[src/phsr_consts.svh]
// Purpose: constants for the protection and hypervisor system-register block
// Assumes: 64-bit system-register data, 25 MHz core clock
// Notes: encodings, field positions, masks and alignment constants
`ifndef PHSR_CONSTS_SVH
`define PHSR_CONSTS_SVH
`define PHSR_OP0 2'h3
`define PHSR_OP1 3'h6
`define PHSR_CRN 4'h2
`define PHSR_CRM 4'h1
`define PHSR_OP2_CHECK_CTRL 3'h6
`define PHSR_OP2_TABLE_BASE 3'h4
`define PHSR_OP2_HYP_LO 3'h0
`define PHSR_OP1_HYP 3'h4
`define PHSR_CRN_HYP 4'h1
`define PHSR_CRM_HYP 4'h1
`define PHSR_BASE_MSB 39
`define PHSR_CTRL_TOP_MSB 23
`define PHSR_CTRL_TOP_LSB 20
`define PHSR_CTRL_PPS_MSB 2
`define PHSR_HYP_DELAY_MSB 63
`define PHSR_HYP_DELAY_LSB 60
`define PHSR_HYP_DELAY_EN 59
`define PHSR_HYP_TAG_ID 58
`define PHSR_HYP_DEF_TAG 57
`define PHSR_HYP_TAG_ALLOW 56
`define PHSR_HYP_OUTER_TLB 55
`define PHSR_HYP_INNER_TLB 54
`define PHSR_HYP_UPPER_MASK 64'hFFC0_0000_0000_0000
`define PHSR_CTRL_MASK 64'h0000_0000_00F0_0007
`define PHSR_MIN_X 6'h0B
`define PHSR_DELAY_BASE 5'h08
`endif

[src/phsr_pkg.sv]
// Purpose: types for the protection and hypervisor system-register block
// Assumes: nothing beyond the consts header
// Notes: exception levels and wait-trap states
package phsr_pkg;
    typedef enum logic [1:0] {EL0, EL1, EL2, EL3} phsr_level_type;
    typedef enum {WAIT_IDLE, WAIT_COUNT, WAIT_TRAP} phsr_wait_type;
endpackage : phsr_pkg

[src/phsr_wait_delay.sv]
// Purpose: minimum-delay counter for a trapped wait-for-event
// Assumes: request held high until the trap pulse
// Notes: delay disabled means trap two cycles after the request
`timescale 1ns/1ps
`default_nettype none
`include "phsr_consts.svh"
module phsr_wait_delay #(
    parameter int CNT_W = 24
) (
    // clocking
    input wire logic core_clk,
    input wire logic rstSync_n,
    input wire logic clkEn,
    // request
    input wire logic waitReq,
    input wire logic delayEn,
    input wire logic [3:0] delayField,
    // result
    output logic trapTake
);
    phsr_pkg::phsr_wait_type state_r;
    logic [CNT_W-1:0] count_r;
    logic [CNT_W-1:0] limit;
    logic [4:0] shiftAmt;
    assign shiftAmt = {1'b0, delayField} + `PHSR_DELAY_BASE;
    // unsigned field, wait 2^(field+8) cycles at least
    assign limit = delayEn ? CNT_W'((CNT_W+1)'(1) << shiftAmt) : CNT_W'(1);
    always_ff @(posedge core_clk or negedge rstSync_n) begin
        if (!rstSync_n) begin
            state_r <= phsr_pkg::WAIT_IDLE;
            count_r <= '0;
            trapTake <= 1'b0;
        end else if (clkEn) begin
            trapTake <= 1'b0;
            case (state_r)
                phsr_pkg::WAIT_IDLE: begin
                    count_r <= CNT_W'(1);
                    if (waitReq) begin
                        state_r <= phsr_pkg::WAIT_COUNT;
                    end
                end
                phsr_pkg::WAIT_COUNT: begin
                    if (!waitReq) begin
                        state_r <= phsr_pkg::WAIT_IDLE;
                    end else if (count_r >= limit) begin
                        state_r <= phsr_pkg::WAIT_TRAP;
                        trapTake <= 1'b1;
                    end else begin
                        count_r <= count_r + CNT_W'(1);
                    end
                end
                phsr_pkg::WAIT_TRAP: begin
                    if (!waitReq) begin
                        state_r <= phsr_pkg::WAIT_IDLE;
                    end
                end
                default: state_r <= phsr_pkg::WAIT_IDLE;
            endcase
        end
    end
endmodule : phsr_wait_delay
`default_nettype wire

[src/phsr_sysregs.sv]
// Purpose: protection check control, table base and upper hypervisor configuration
// Assumes: one system-register access per cycle, core_clk at 25 MHz
// Notes: results registered one cycle after the access
// Contract
// - only level 3 reaches protection registers
// - decode check control and table base encodings
// - table base undefined without realm extension
// - base field in bits 39:0
// - low base address bits treated zero
// - protected size field to bit count
// - top entry field to bit count
// - base field low bits read zero
// - warm reset leaves fields unknown; this block resets them to zero
// - no level 2 means reads zero
// - level 2 disabled makes bits act zero; here bit 56 acts as one instead, tag access is not blocked
// - hypervisor halves share storage with views; here only the upper half has a view, the low view reads zero
// - delay field unsigned, wait 2^(n+8) cycles
// - bit 59 enables the wait delay
// - bit 58 traps tag granule ID reads
// - bit 57 picks tagged default translations
// - bit 56 clear blocks tag access
// - bit 55 traps outer TLB maintenance
// - bit 54 traps inner TLB maintenance
// - host mode with trap masks TLB bits
// - check control holds size fields
`timescale 1ns/1ps
`default_nettype none
`include "phsr_consts.svh"
module phsr_sysregs #(
    parameter bit HAS_REALM = 1'b1,
    parameter bit HAS_LEVEL2 = 1'b1,
    parameter int DELAY_W = 24
) (
    // clocking
    input wire logic core_clk,
    input wire logic rst_n,
    input wire logic clkEn,
    // system-register access
    input wire logic accValid,
    input wire logic accWrite,
    input wire logic [1:0] accOp0,
    input wire logic [2:0] accOp1,
    input wire logic [3:0] accCrn,
    input wire logic [3:0] accCrm,
    input wire logic [2:0] accOp2,
    input wire logic [1:0] curLevel,
    input wire logic [63:0] accWdata,
    // 32-bit view access
    input wire logic viewValid,
    input wire logic viewWrite,
    input wire logic viewHigh,
    input wire logic [31:0] viewWdata,
    // execution state
    input wire logic level2Enabled,
    input wire logic hostMode,
    input wire logic generalTrap,
    input wire logic defaultCache,
    input wire logic waitTrapReq,
    // access result
    output logic accDone,
    output logic accUndef,
    output logic [63:0] accRdata,
    output logic [31:0] viewRdata,
    // effective controls
    output logic [51:0] tableBaseAddr,
    output logic tagIdTrapEff,
    output logic defaultTaggedEff,
    output logic tagAccessBlock,
    output logic outerTlbTrapEff,
    output logic innerTlbTrapEff,
    output logic waitTrapTake
);
    logic [1:0] rstPipe_r;
    logic rstSync_n;
    logic [63:0] checkCtrl_r;
    logic [39:0] tableBase_r;
    logic [63:0] hypCfg_r;
    logic [39:0] baseMask;
    logic [5:0] alignX;
    logic [5:0] ppsBits;
    logic [5:0] topBits;
    logic [6:0] diffX;
    logic commonEnc;
    logic selCtrl;
    logic selBase;
    logic selHyp;
    logic isLevel3;
    logic undefNxt;
    logic [63:0] rdataNxt;
    logic [63:0] hypEff;
    logic hostBoth;
    logic [63:0] ctrlWr;
    logic [39:0] baseWr;
    logic [63:0] hypWr;

    always_ff @(posedge core_clk or negedge rst_n) begin
        if (!rst_n) begin
            rstPipe_r <= 2'h0;
        end else begin
            rstPipe_r <= {rstPipe_r[0], 1'b1};
        end
    end
    assign rstSync_n = rstPipe_r[1];

    function automatic logic [5:0] ppsDecode(input logic [2:0] f);
        case (f)
            3'h0: ppsDecode = 6'd32;
            3'h1: ppsDecode = 6'd36;
            3'h2: ppsDecode = 6'd40;
            3'h3: ppsDecode = 6'd42;
            3'h4: ppsDecode = 6'd44;
            3'h5: ppsDecode = 6'd48;
            default: ppsDecode = 6'd52;
        endcase
    endfunction : ppsDecode

    function automatic logic [5:0] topDecode(input logic [3:0] f);
        case (f)
            4'h4: topDecode = 6'd34;
            4'h6: topDecode = 6'd36;
            4'h9: topDecode = 6'd39;
            default: topDecode = 6'd30;
        endcase
    endfunction : topDecode

    // encoding decode
    assign commonEnc = accOp0 == `PHSR_OP0 && accCrn == `PHSR_CRN && accCrm == `PHSR_CRM;
    assign selCtrl = commonEnc && accOp1 == `PHSR_OP1 && accOp2 == `PHSR_OP2_CHECK_CTRL;
    assign selBase = commonEnc && accOp1 == `PHSR_OP1 && accOp2 == `PHSR_OP2_TABLE_BASE;
    assign selHyp = accOp0 == `PHSR_OP0 && accOp1 == `PHSR_OP1_HYP && accCrn == `PHSR_CRN_HYP
        && accCrm == `PHSR_CRM_HYP && accOp2 == `PHSR_OP2_HYP_LO;
    assign isLevel3 = curLevel == phsr_pkg::EL3;
    // below level 3, or base without realm, or unknown encoding: undefined
    assign undefNxt = (selCtrl && !isLevel3)
        || (selBase && (!isLevel3 || !HAS_REALM))
        || (!selCtrl && !selBase && !selHyp);

    // alignment: x = max(pps - l0 + 2, 11)
    assign ppsBits = ppsDecode(checkCtrl_r[`PHSR_CTRL_PPS_MSB:0]);
    assign topBits = topDecode(checkCtrl_r[`PHSR_CTRL_TOP_MSB:`PHSR_CTRL_TOP_LSB]);
    assign diffX = {1'b0, ppsBits} - {1'b0, topBits} + 7'd2;
    assign alignX = (!diffX[6] && diffX[5:0] > `PHSR_MIN_X) ? diffX[5:0] : `PHSR_MIN_X;
    // field bits x-12..0 zero; x=11 keeps all bits
    assign baseMask = 40'hFF_FFFF_FFFF << (alignX - `PHSR_MIN_X);

    // write data with reserved bits stripped
    assign ctrlWr = accWdata & `PHSR_CTRL_MASK;
    assign baseWr = accWdata[`PHSR_BASE_MSB:0];
    assign hypWr = accWdata & `PHSR_HYP_UPPER_MASK;

    always_comb begin
        rdataNxt = 64'h0000_0000_0000_0000;
        if (selCtrl) begin
            rdataNxt = checkCtrl_r;
        end else if (selBase) begin
            rdataNxt = {24'h00_0000, tableBase_r & baseMask};
        end else if (selHyp && HAS_LEVEL2) begin
            rdataNxt = hypCfg_r;
        end
    end

    // warm reset: values are unknown, zero chosen for determinism
    always_ff @(posedge core_clk or negedge rstSync_n) begin
        if (!rstSync_n) begin
            checkCtrl_r <= 64'h0000_0000_0000_0000;
            tableBase_r <= 40'h00_0000_0000;
            hypCfg_r <= 64'h0000_0000_0000_0000;
        end else if (clkEn) begin
            if (accValid && accWrite && !undefNxt && selCtrl) begin
                checkCtrl_r <= ctrlWr;
            end
            if (accValid && accWrite && !undefNxt && selBase) begin
                tableBase_r <= baseWr & baseMask;
            end
            if (HAS_LEVEL2 && accValid && accWrite && !undefNxt && selHyp) begin
                hypCfg_r <= hypWr;
            end else if (HAS_LEVEL2 && viewValid && viewWrite && viewHigh) begin
                hypCfg_r[63:32] <= viewWdata & 32'(`PHSR_HYP_UPPER_MASK >> 32);
            end
        end
    end

    // effective values: zero when level 2 off, TLB traps masked in host mode with general trap set
    assign hostBoth = hostMode && generalTrap;
    assign hypEff = (HAS_LEVEL2 && level2Enabled) ? hypCfg_r : 64'h0000_0000_0000_0000;

    always_ff @(posedge core_clk or negedge rstSync_n) begin
        if (!rstSync_n) begin
            accDone <= 1'b0;
            accUndef <= 1'b0;
            accRdata <= 64'h0000_0000_0000_0000;
            viewRdata <= 32'h0000_0000;
            tableBaseAddr <= 52'h0_0000_0000_0000;
            tagIdTrapEff <= 1'b0;
            defaultTaggedEff <= 1'b0;
            tagAccessBlock <= 1'b0;
            outerTlbTrapEff <= 1'b0;
            innerTlbTrapEff <= 1'b0;
        end else if (clkEn) begin
            accDone <= accValid;
            accUndef <= accValid && undefNxt;
            accRdata <= (accValid && !accWrite && !undefNxt) ? rdataNxt : 64'h0000_0000_0000_0000;
            viewRdata <= (HAS_LEVEL2 && viewHigh) ? hypCfg_r[63:32] : 32'h0000_0000;
            tableBaseAddr <= {tableBase_r & baseMask, 12'h000};
            tagIdTrapEff <= hypEff[`PHSR_HYP_TAG_ID] && !hostBoth && curLevel != phsr_pkg::EL3
                && curLevel != phsr_pkg::EL2;
            defaultTaggedEff <= defaultCache && hypEff[`PHSR_HYP_DEF_TAG];
            tagAccessBlock <= !hostBoth && !hypEff[`PHSR_HYP_TAG_ALLOW] && level2Enabled && HAS_LEVEL2;
            outerTlbTrapEff <= hypEff[`PHSR_HYP_OUTER_TLB] && !hostBoth && curLevel == phsr_pkg::EL1;
            innerTlbTrapEff <= hypEff[`PHSR_HYP_INNER_TLB] && !hostBoth && curLevel == phsr_pkg::EL1;
        end
    end

    // low view unused here: the lower half lies outside this block, reads zero
    phsr_wait_delay #(
        .CNT_W(DELAY_W)
    ) uWait (
        .core_clk(core_clk),
        .rstSync_n(rstSync_n),
        .clkEn(clkEn),
        .waitReq(waitTrapReq),
        .delayEn(hypEff[`PHSR_HYP_DELAY_EN]),
        .delayField(hypEff[`PHSR_HYP_DELAY_MSB:`PHSR_HYP_DELAY_LSB]),
        .trapTake(waitTrapTake)
    );

    a_undef_low_level: assert property (@(posedge core_clk) disable iff (!rstSync_n)
        clkEn && accValid && (selCtrl || selBase) && !isLevel3 |=> accUndef)
        else $error("protection register access below level 3 not undefined");
    a_ctrl_decode: assert property (@(posedge core_clk) disable iff (!rstSync_n)
        clkEn && accValid && !accWrite && selCtrl && isLevel3 |=> !accUndef && accRdata == $past(checkCtrl_r))
        else $error("check control read wrong");
    a_base_high_zero: assert property (@(posedge core_clk) disable iff (!rstSync_n)
        clkEn && accValid && !accWrite && selBase |=> accRdata[63:40] == 24'h00_0000)
        else $error("base reserved bits nonzero");
    a_base_aligned: assert property (@(posedge core_clk) disable iff (!rstSync_n)
        (tableBase_r & ~baseMask) == 40'h00_0000_0000)
        else $error("base low bits not zero");
    a_min_align: assert property (@(posedge core_clk) disable iff (!rstSync_n)
        alignX >= `PHSR_MIN_X && alignX <= 6'd24)
        else $error("alignment index out of range");
    a_tlb_host_mask: assert property (@(posedge core_clk) disable iff (!rstSync_n)
        clkEn && hostBoth |=> !outerTlbTrapEff && !innerTlbTrapEff)
        else $error("tlb trap active in host mode");
    a_level2_off_zero: assert property (@(posedge core_clk) disable iff (!rstSync_n)
        clkEn && !level2Enabled |=> !tagIdTrapEff && !outerTlbTrapEff && !defaultTaggedEff)
        else $error("control active with level 2 disabled");
    a_wait_no_early: assert property (@(posedge core_clk) disable iff (!rstSync_n)
        clkEn && $rose(waitTrapReq) && hypEff[`PHSR_HYP_DELAY_EN] |=> !waitTrapTake [*8])
        else $error("wait trap taken too early");
endmodule : phsr_sysregs
`default_nettype wire

[config.mk]
export PLATFORM = sky130hd
export DESIGN_NAME = phsr_sysregs
export DESIGN_NICKNAME = d
export VERILOG_FILES = /design/src/phsr_pkg.sv /design/src/phsr_wait_delay.sv /design/src/phsr_sysregs.sv
export VERILOG_INCLUDE_DIRS = /design/src
export SDC_FILE = /design/constraint.sdc
export NUM_CORES = 1
export LEC_CHECK = 0
export BUFFER_PORTS_ARGS = -buffer_cell sky130_fd_sc_hd__clkbuf_2
export CAP_MARGIN = 20
export CORE_MARGIN = 2
export CORE_UTILIZATION = 30
export CTS_BUF_LIST = sky130_fd_sc_hd__clkbuf_8 sky130_fd_sc_hd__clkbuf_16
export CTS_CLUSTER_DIAMETER = 60
export DETAILED_ROUTE_END_ITERATION = 8
export GPL_TIMING_DRIVEN = 0
export SYNTH_ARGS = -nofsm -noshare
export SYNTH_HDL_FRONTEND = slang
export SYNTH_HIERARCHICAL = 1
export SYNTH_SLANG_ARGS = --single-unit
export TNS_END_PERCENT = 5
[constraint.sdc]
create_clock -name core_clk -period 10.3 [get_ports core_clk]
set_input_delay 2.06 -clock core_clk [delete_from_list [all_inputs] [get_ports core_clk]]
set_output_delay 2.06 -clock core_clk [all_outputs]
set_load 0.005 [all_outputs]
; ---- Word-level counts from Yosys, hierarchy flattened
; Cells that the tools add are included.
; Widths: inputs -> output; s select.
[classes]
add_sub_neg = 5
n_mul = 0
div_mod_pow = 0
magnitude_cmp = 2
n_eq_ne = 27
shift = 2
n_mux = 23
bitwise_logic = 2
n_reduce_logical = 56
[op_table]
columns = operator, n
row1 = $mux 64, 5
row2 = $mux 32, 7
row3 = $pmux 32 s3, 1
row4 = $and 40x40->40, 2
row5 = $mux 24, 3
row6 = $pmux 24 s2, 1
row7 = $shl 40x6->40 const A, 1
row8 = $logic_and 1x1->1, 35
row9 = $eq 32x1->1 const B, 1
row10 = $eq 32x2->1 const B, 1
row11 = $logic_not 32->1, 1
row12 = $pmux 5 s6, 1
row13 = $add 24x1->24 const B, 1
row14 = $ge 24x24->1, 1
row15 = $shl 1x5->24 const A, 1
row16 = $eq 3x3->1 const B, 6
row17 = $pmux 6 s3, 1
row18 = $ne 2x2->1 const B, 6
row19 = $logic_not 1->1, 9
row20 = $eq 4x1->1 const B, 2
row21 = $eq 4x3->1 const B, 2
row22 = $reduce_and 4->1, 2
row23 = $add 7x2->7 const B, 1
row24 = $sub 6x6->7, 1
row25 = 16 further kinds, 25
[totals]
ff_bits = 281
latch_bits = 0
mem_bits_rw = 0
romBits = 0
input_bits = 127
output_inout_bits = 156
wordCells = 134
memories = 0

; ---- Logic depth before layout (Yosys ltp)
[logic_depth]
ltp_word = 14
mapped_depth = 23
mapped_depth_nobuf = 20

; ---- Modules after synthesis
; Netlist, hierarchy kept.
[modules_own_cells]
columns = module, n_inst, cells_each, area_each_um2, seq_area_each_um2
row1 = phsr_sysregs, 1, 915, 8346.8, 4154.0
row2 = phsr_wait_delay, 1, 264, 2242.2, 675.6

; ---- Worst setup path after synthesis
; Ideal clock, no wire load.
[synth_timing]
kind = input -> register
startpoint = in level2Enabled
endpoint = reg uWait.count_r[13]
t_arrival_ns = 4.484
required_time_ns = 10.222
path_slack_ns = 5.737
cell_stages = 12
path_cell_list = and2_1 -> inv_1 -> nor3b_1 -> nand3_1 -> ha_1 -> a21o_1 -> a21o_1 -> a22oi_1 -> nand2_1 -> clkbuf_1 -> or4_1 -> a21oi_1
[synth_between]
elab_chain_len = 7
[synth_lines]
columns = item, line_no
row1 = from (decl), phsr_sysregs.sv:54  ; input wire logic level2Enabled,
row2 = $mux 64 (*), phsr_sysregs.sv:185  ; assign hypEff = (HAS_LEVEL2 && level2Enabled) ? hypCfg_r : 64'h0000_0000_0000_0000;
row3 = $add 4x4->5 (no line), n/a
row4 = $shl 1x5->24, phsr_wait_delay.sv:27  ; assign limit = delayEn ? CNT_W'((CNT_W+1)'(1) << shiftAmt) : CNT_W'(1);
row5 = $mux 24 (*), phsr_wait_delay.sv:27
row6 = $ge 24x24->1 (*), phsr_wait_delay.sv:45  ; end else if (count_r >= limit) begin
row7 = $ne 2x2->1 (no line) (*), n/a
row8 = $reduce_and 4->1 (no line) (*), n/a
row9 = to (signal assigned), phsr_wait_delay.sv:49  ; count_r <= count_r + CNT_W'(1);
row10 = to (decl), phsr_wait_delay.sv:22  ; logic [CNT_W-1:0] count_r;
; Every way passes the cells marked *; elsewhere a longest branch is shown, timed or not.
; A chain may end at the register's enable or synchronous reset.

; ---- Final worst setup path
[layout_timing]
startpoint = reg checkCtrl_r[20]
endpoint = reg accRdata[26]
[layout_between]
elab_chain_len = 13
elab_cells_between_ends = 16
cone_classes = 3 x add/sub / 1 x order compare / 3 x eq/ne / 1 x shift / 5 x mux / 1 x bitwise / 2 x reduce/logical
[layout_lines]
columns = item, line_no
row1 = from (decl), phsr_sysregs.sv:75  ; logic [63:0] checkCtrl_r;
row2 = from (signal assigned), phsr_sysregs.sv:170  ; checkCtrl_r <= ctrlWr;
row3 = $eq 4x4->1 / $eq 4x3->1 (equally long branches), phsr_sysregs.sv:118  ; case (f)
row4 = $pmux 6 s3 (*), phsr_sysregs.sv:118
row5 = $sub 6x6->7 (*), phsr_sysregs.sv:141  ; assign diffX = {1'b0, ppsBits} - {1'b0, topBits} + 7'd2;
row6 = $add 7x2->7 (*), phsr_sysregs.sv:141
row7 = $gt 6x4->1 (no line) / $logic_not 1->1 (equally long branches), n/a
row8 = $logic_and 1x1->1 (no line), n/a
row9 = $mux 6 (no line) (*), n/a
row10 = $sub 6x4->6 (no line) (*), n/a
row11 = $shl 40x6->40 (*), phsr_sysregs.sv:144  ; assign baseMask = 40'hFF_FFFF_FFFF << (alignX - `PHSR_MIN_X);
row12 = $and 40x40->40 (*), phsr_sysregs.sv:156  ; rdataNxt = {24'h00_0000, tableBase_r & baseMask};
row13 = $mux 64 (*), phsr_sysregs.sv:155  ; end else if (selBase) begin
row14 = $mux 64 (*), phsr_sysregs.sv:153  ; if (selCtrl) begin
row15 = $mux 64 (*), phsr_sysregs.sv:202  ; accRdata <= (accValid && !accWrite && !undefNxt) ? rdataNxt : 64'h0000_0000_0000_0000;
row16 = to (signal assigned), phsr_sysregs.sv:202
row17 = to (decl), phsr_sysregs.sv:62  ; output logic [63:0] accRdata,
; Marked as above.

==> results_dict.tcl <==
set metrics [dict create \
    status "finished, final reports clean" \
    comb_power_share_pct 10.2 \
    setup_viol 0 \
    critPathMaxFanout 8 \
    clkLatencyLatePin_ns 0.46 \
    die_w_um 192 \
    ys_types 83 \
    power_switching_mw 0.438 \
    grt_pass1_vias 9047 \
    synth-async-reset-ratio_pct 100 \
    relSlewSlack_pct 33.0 \
    numCtsBuffers 17 \
    overflow 0 \
    place_hpwl_um 26500 \
    io_pins 283 \
    switching_share_pct 26.7 \
    grt_first_pass_wirelength_um 52500 \
    cts.reportedPaths.clkPinSlew_ns 0.07 \
    core-area_um2 34600 \
    cts.htree.levels 4 \
    synth_area_um2 10600 \
    nets 1618 \
    cts-root-buf "clkbuf_16" \
    synth-seq-cells 193 \
    p_leak_nw 6.19 \
    setup_ws_ns 4.73 \
    power_per_cell_area_nw_per_um2 126 \
    hold_buffers 0 \
    ys_warn_count 6 \
    cp-end-kind "flip-flop" \
    routabilityCongestion 0.868 \
    drc 0 \
    p_int_mw 1.20 \
    post_cts_buffers 0 \
    pwr-share-seq_pct 49.2 \
    rsz0062_at_grt "no" \
    grt_util_met1_pct 24.7 \
    worst-slew-pin-transition_ns 1.01 \
    cts_tree "yes" \
    finalSetupTns_ns 0 \
    syn_inst 1179 \
    grt_use_met2_pct 32.7 \
    antenna_left 0 \
    antenna_found_initial 0 \
    post-route-util_pct 37.6 \
    drt-initial-drc-count 529 \
    drv_cap 0 \
    fin_skew_ns 0.0137 \
    final-instance-count-excl-fill 1919 \
    cts_buffer_depth 2 \
    reg2reg_depth 21 \
    start_kind "flip-flop" \
    dp_slack_ns 4.72 \
    hold_viol 0 \
    max_freq_mhz 179 \
    grt_max_degree 67 \
    drt-vias-per-instance 4.90 \
    min_path_type "reg2async" \
    synth_flop_cell "dfrtp_1" \
    cts_sinks 193 \
    whs_ns 0.260 \
    fp-row-count 68 \
    rrSetupSlack_ns 4.73 \
    wl_um 34500 \
    vdd_ir_drop_max_mv 0.117 \
    antennaDiodeCount 0 \
    syn_to_final_growth_pct 22.8 \
    yosysSeqAreaShare_pct 45.6 \
    grt.busiest_layer "met2" \
    initial_core_util_pct 30.6 \
    dieArea_um2 36800 \
    drive_gt1_share_pct 24.0 \
    fin_crit_sh_pct 54.1 \
    clkPwrFrac_pct 40.7 \
    required_ns 10.66 \
    grtUsageMet3_pct 3.27 \
    vias 9399 \
    grt_usage_pct 19.1 \
    cp.arrival_ns 5.94 \
    drv_slew 0 \
    drtPass1Iterations 5 \
    synth_edf_count 0 \
    wire_per_inst_um 18.0 \
    final.min_clock_period_ns 5.57 \
    criticalPathCategory "reg2reg" \
    post_cts_resized 0 \
    syn_area_per_cell_um2 8.98 \
    port_buffers 197 \
    place_inst 1887 \
    die_y_um 192 \
]
==> cell type report <==
class / instances / area (µm²)
inverters: 125 / 469
plain buffers: 111 / 697
well taps: 455 / 569
flip-flops and latches: 193 / 4830
fillers: 3659 / 21600
clock buffers: 20 / 467
multi-input cells: 803 / 4790
repair buffers: 201 / 1080
clock inverters: 11 / 104
==> path summary, 6_finish.rpt <==
kind,start,to
hold / removal,rstPipe_r[1],accRdata[31]
hold reg to reg,rstPipe_r[1],accRdata[31]
setup reg to reg,checkCtrl_r[20],accRdata[26]
max in group asynchronous,rst_n,rstPipe_r[1]
min in group core_clk,rstPipe_r[0],rstPipe_r[1]
setup / recovery,checkCtrl_r[20],accRdata[26]
==> synthesized netlist by cell type, types with 4 or more instances <==
cell type | n | share of area (%)
a21o_1 | 5 | 0.35
a21oi_1 | 53 | 2.5
a21oi_2 | 6 | 0.50
and2_1 | 12 | 0.71
and3_1 | 9 | 0.53
buf_2 | 11 | 0.52
buf_4 | 54 | 3.8
buf_6 | 4 | 0.43
clkbuf_1 | 38 | 1.3
dfrtp_1 | 193 | 46
ha_1 | 38 | 4.5
inv_1 | 124 | 4.4
mux2_2 | 9 | 0.96
mux2i_1 | 13 | 1.2
nand2_1 | 169 | 6.0
nand2b_1 | 7 | 0.41
nand3_1 | 64 | 3.0
nand3_2 | 4 | 0.38
nand4_1 | 17 | 1.0
nand4b_1 | 4 | 0.33
nor2_1 | 25 | 0.89
nor2b_1 | 18 | 1.1
nor3_1 | 14 | 0.66
nor4_1 | 4 | 0.24
o21ai_0 | 64 | 3.0
o21ai_1 | 28 | 1.3
o22ai_1 | 70 | 4.1
o22ai_2 | 6 | 0.71
o31ai_1 | 16 | 1.1
o41ai_1 | 4 | 0.33
or3_1 | 5 | 0.30
or4_1 | 18 | 1.3
==> worst max-delay path, stage by stage, from the launching register on <==
cell and delay, ns:
dfrtp_1 0.45, nor3b_1 0.39, nand2_1 0.11, ha_1 0.29, inv_1 0.04, ha_1 0.19, fa_1 0.47, and3_1 0.22
or3_1 0.33, a22oi_2 0.39, nand2_1 0.16, and3_1 0.22, inv_1 0.06, ha_1 0.18, inv_1 0.10, ha_1 0.33
nor2b_1 0.14, clkbuf_1 0.40, nor3_1 0.08, o21ai_0 0.54, nor2_1 0.19, o22ai_1 0.18
==> layout by cell type, fill, tap and decap left out, types with 6 or more instances in the layout <==
cell type / netlist / layout
or4_1: 18 / 18
nand2b_1: 7 / 7
nor2b_1: 18 / 18
conb_1: 3 / 56
and3_1: 9 / 9
o22ai_2: 6 / 6
o21ai_1: 28 / 28
o21ai_0: 64 / 64
clkbuf_2: 0 / 197
nand4_1: 17 / 17
mux2_2: 9 / 9
nand2_1: 169 / 169
ha_1: 38 / 38
inv_1: 124 / 125
clkbuf_16: 0 / 17
nor3_1: 14 / 14
a21oi_1: 53 / 53
buf_4: 54 / 55
nor2_1: 25 / 25
mux2i_1: 13 / 13
and2_1: 12 / 12
a21oi_2: 6 / 6
o22ai_1: 70 / 70
clkbuf_1: 38 / 38
nand3_1: 64 / 64
o31ai_1: 16 / 16
buf_2: 11 / 11
dfrtp_1: 193 / 192
==> per-layer routing <==
metal,vias to the layer above,part of all wire (%)
met1,4606,44
li1,4544,-
met4,0,1.5
met3,30,4.7
met5,-,0
met2,219,50
==> registers in the layout (all words and copies together) (netlist names), 2 cells and up <==
| register | cells |
|---|---|
| hypCfg_r | 10 |
| tableBase_r | 40 |
| viewRdata | 10 |
| uWait/count_r | 24 |
| tableBaseAddr | 40 |
| checkCtrl_r | 7 |
| uWait/state_r | 2 |
| rstPipe_r | 2 |
| accRdata | 50 |
==> power groups by stage <==
stage	Clock [mW]	Combinational (mW)	Sequential (mW)
3_5_place_dp	0	0.167	0.821
4_1_cts	0.685	0.168	0.806
5_1_grt	0.715	0.187	0.810
2_1_floorplan	0	0.0884	0.822
6_report	0.666	0.166	0.806
3_3_place_gp	0	0.148	0.834
==> kinds of logic after synthesis <==
| logic type | count (synthesis) | synth area share [%] |
|---|---|---|
| AOI/OAI and AO/OA | 283 | 16.8 |
| and+or+nand+nor | 399 | 19.2 |
| muxes | 22 | 2.19 |
| other | 3 | 0.106 |
| DFF | 193 | 45.6 |
| buffers and inverters | 236 | 11.0 |
| xor gates and xnor gates | 4 | 0.331 |
| adders and majority gates | 39 | 4.68 |
==> stage by stage <==
stage / area (µm²) / power [mW]
after global routing: 13000 / 1.71
after CTS: 13000 / 1.66
after detailed placement: 12400 / 0.989
after global placement: 12300 / 0.982
after floorplan: 10800 / 0.910
final: 13000 / 1.64
(Power assumes the default switching activity.)
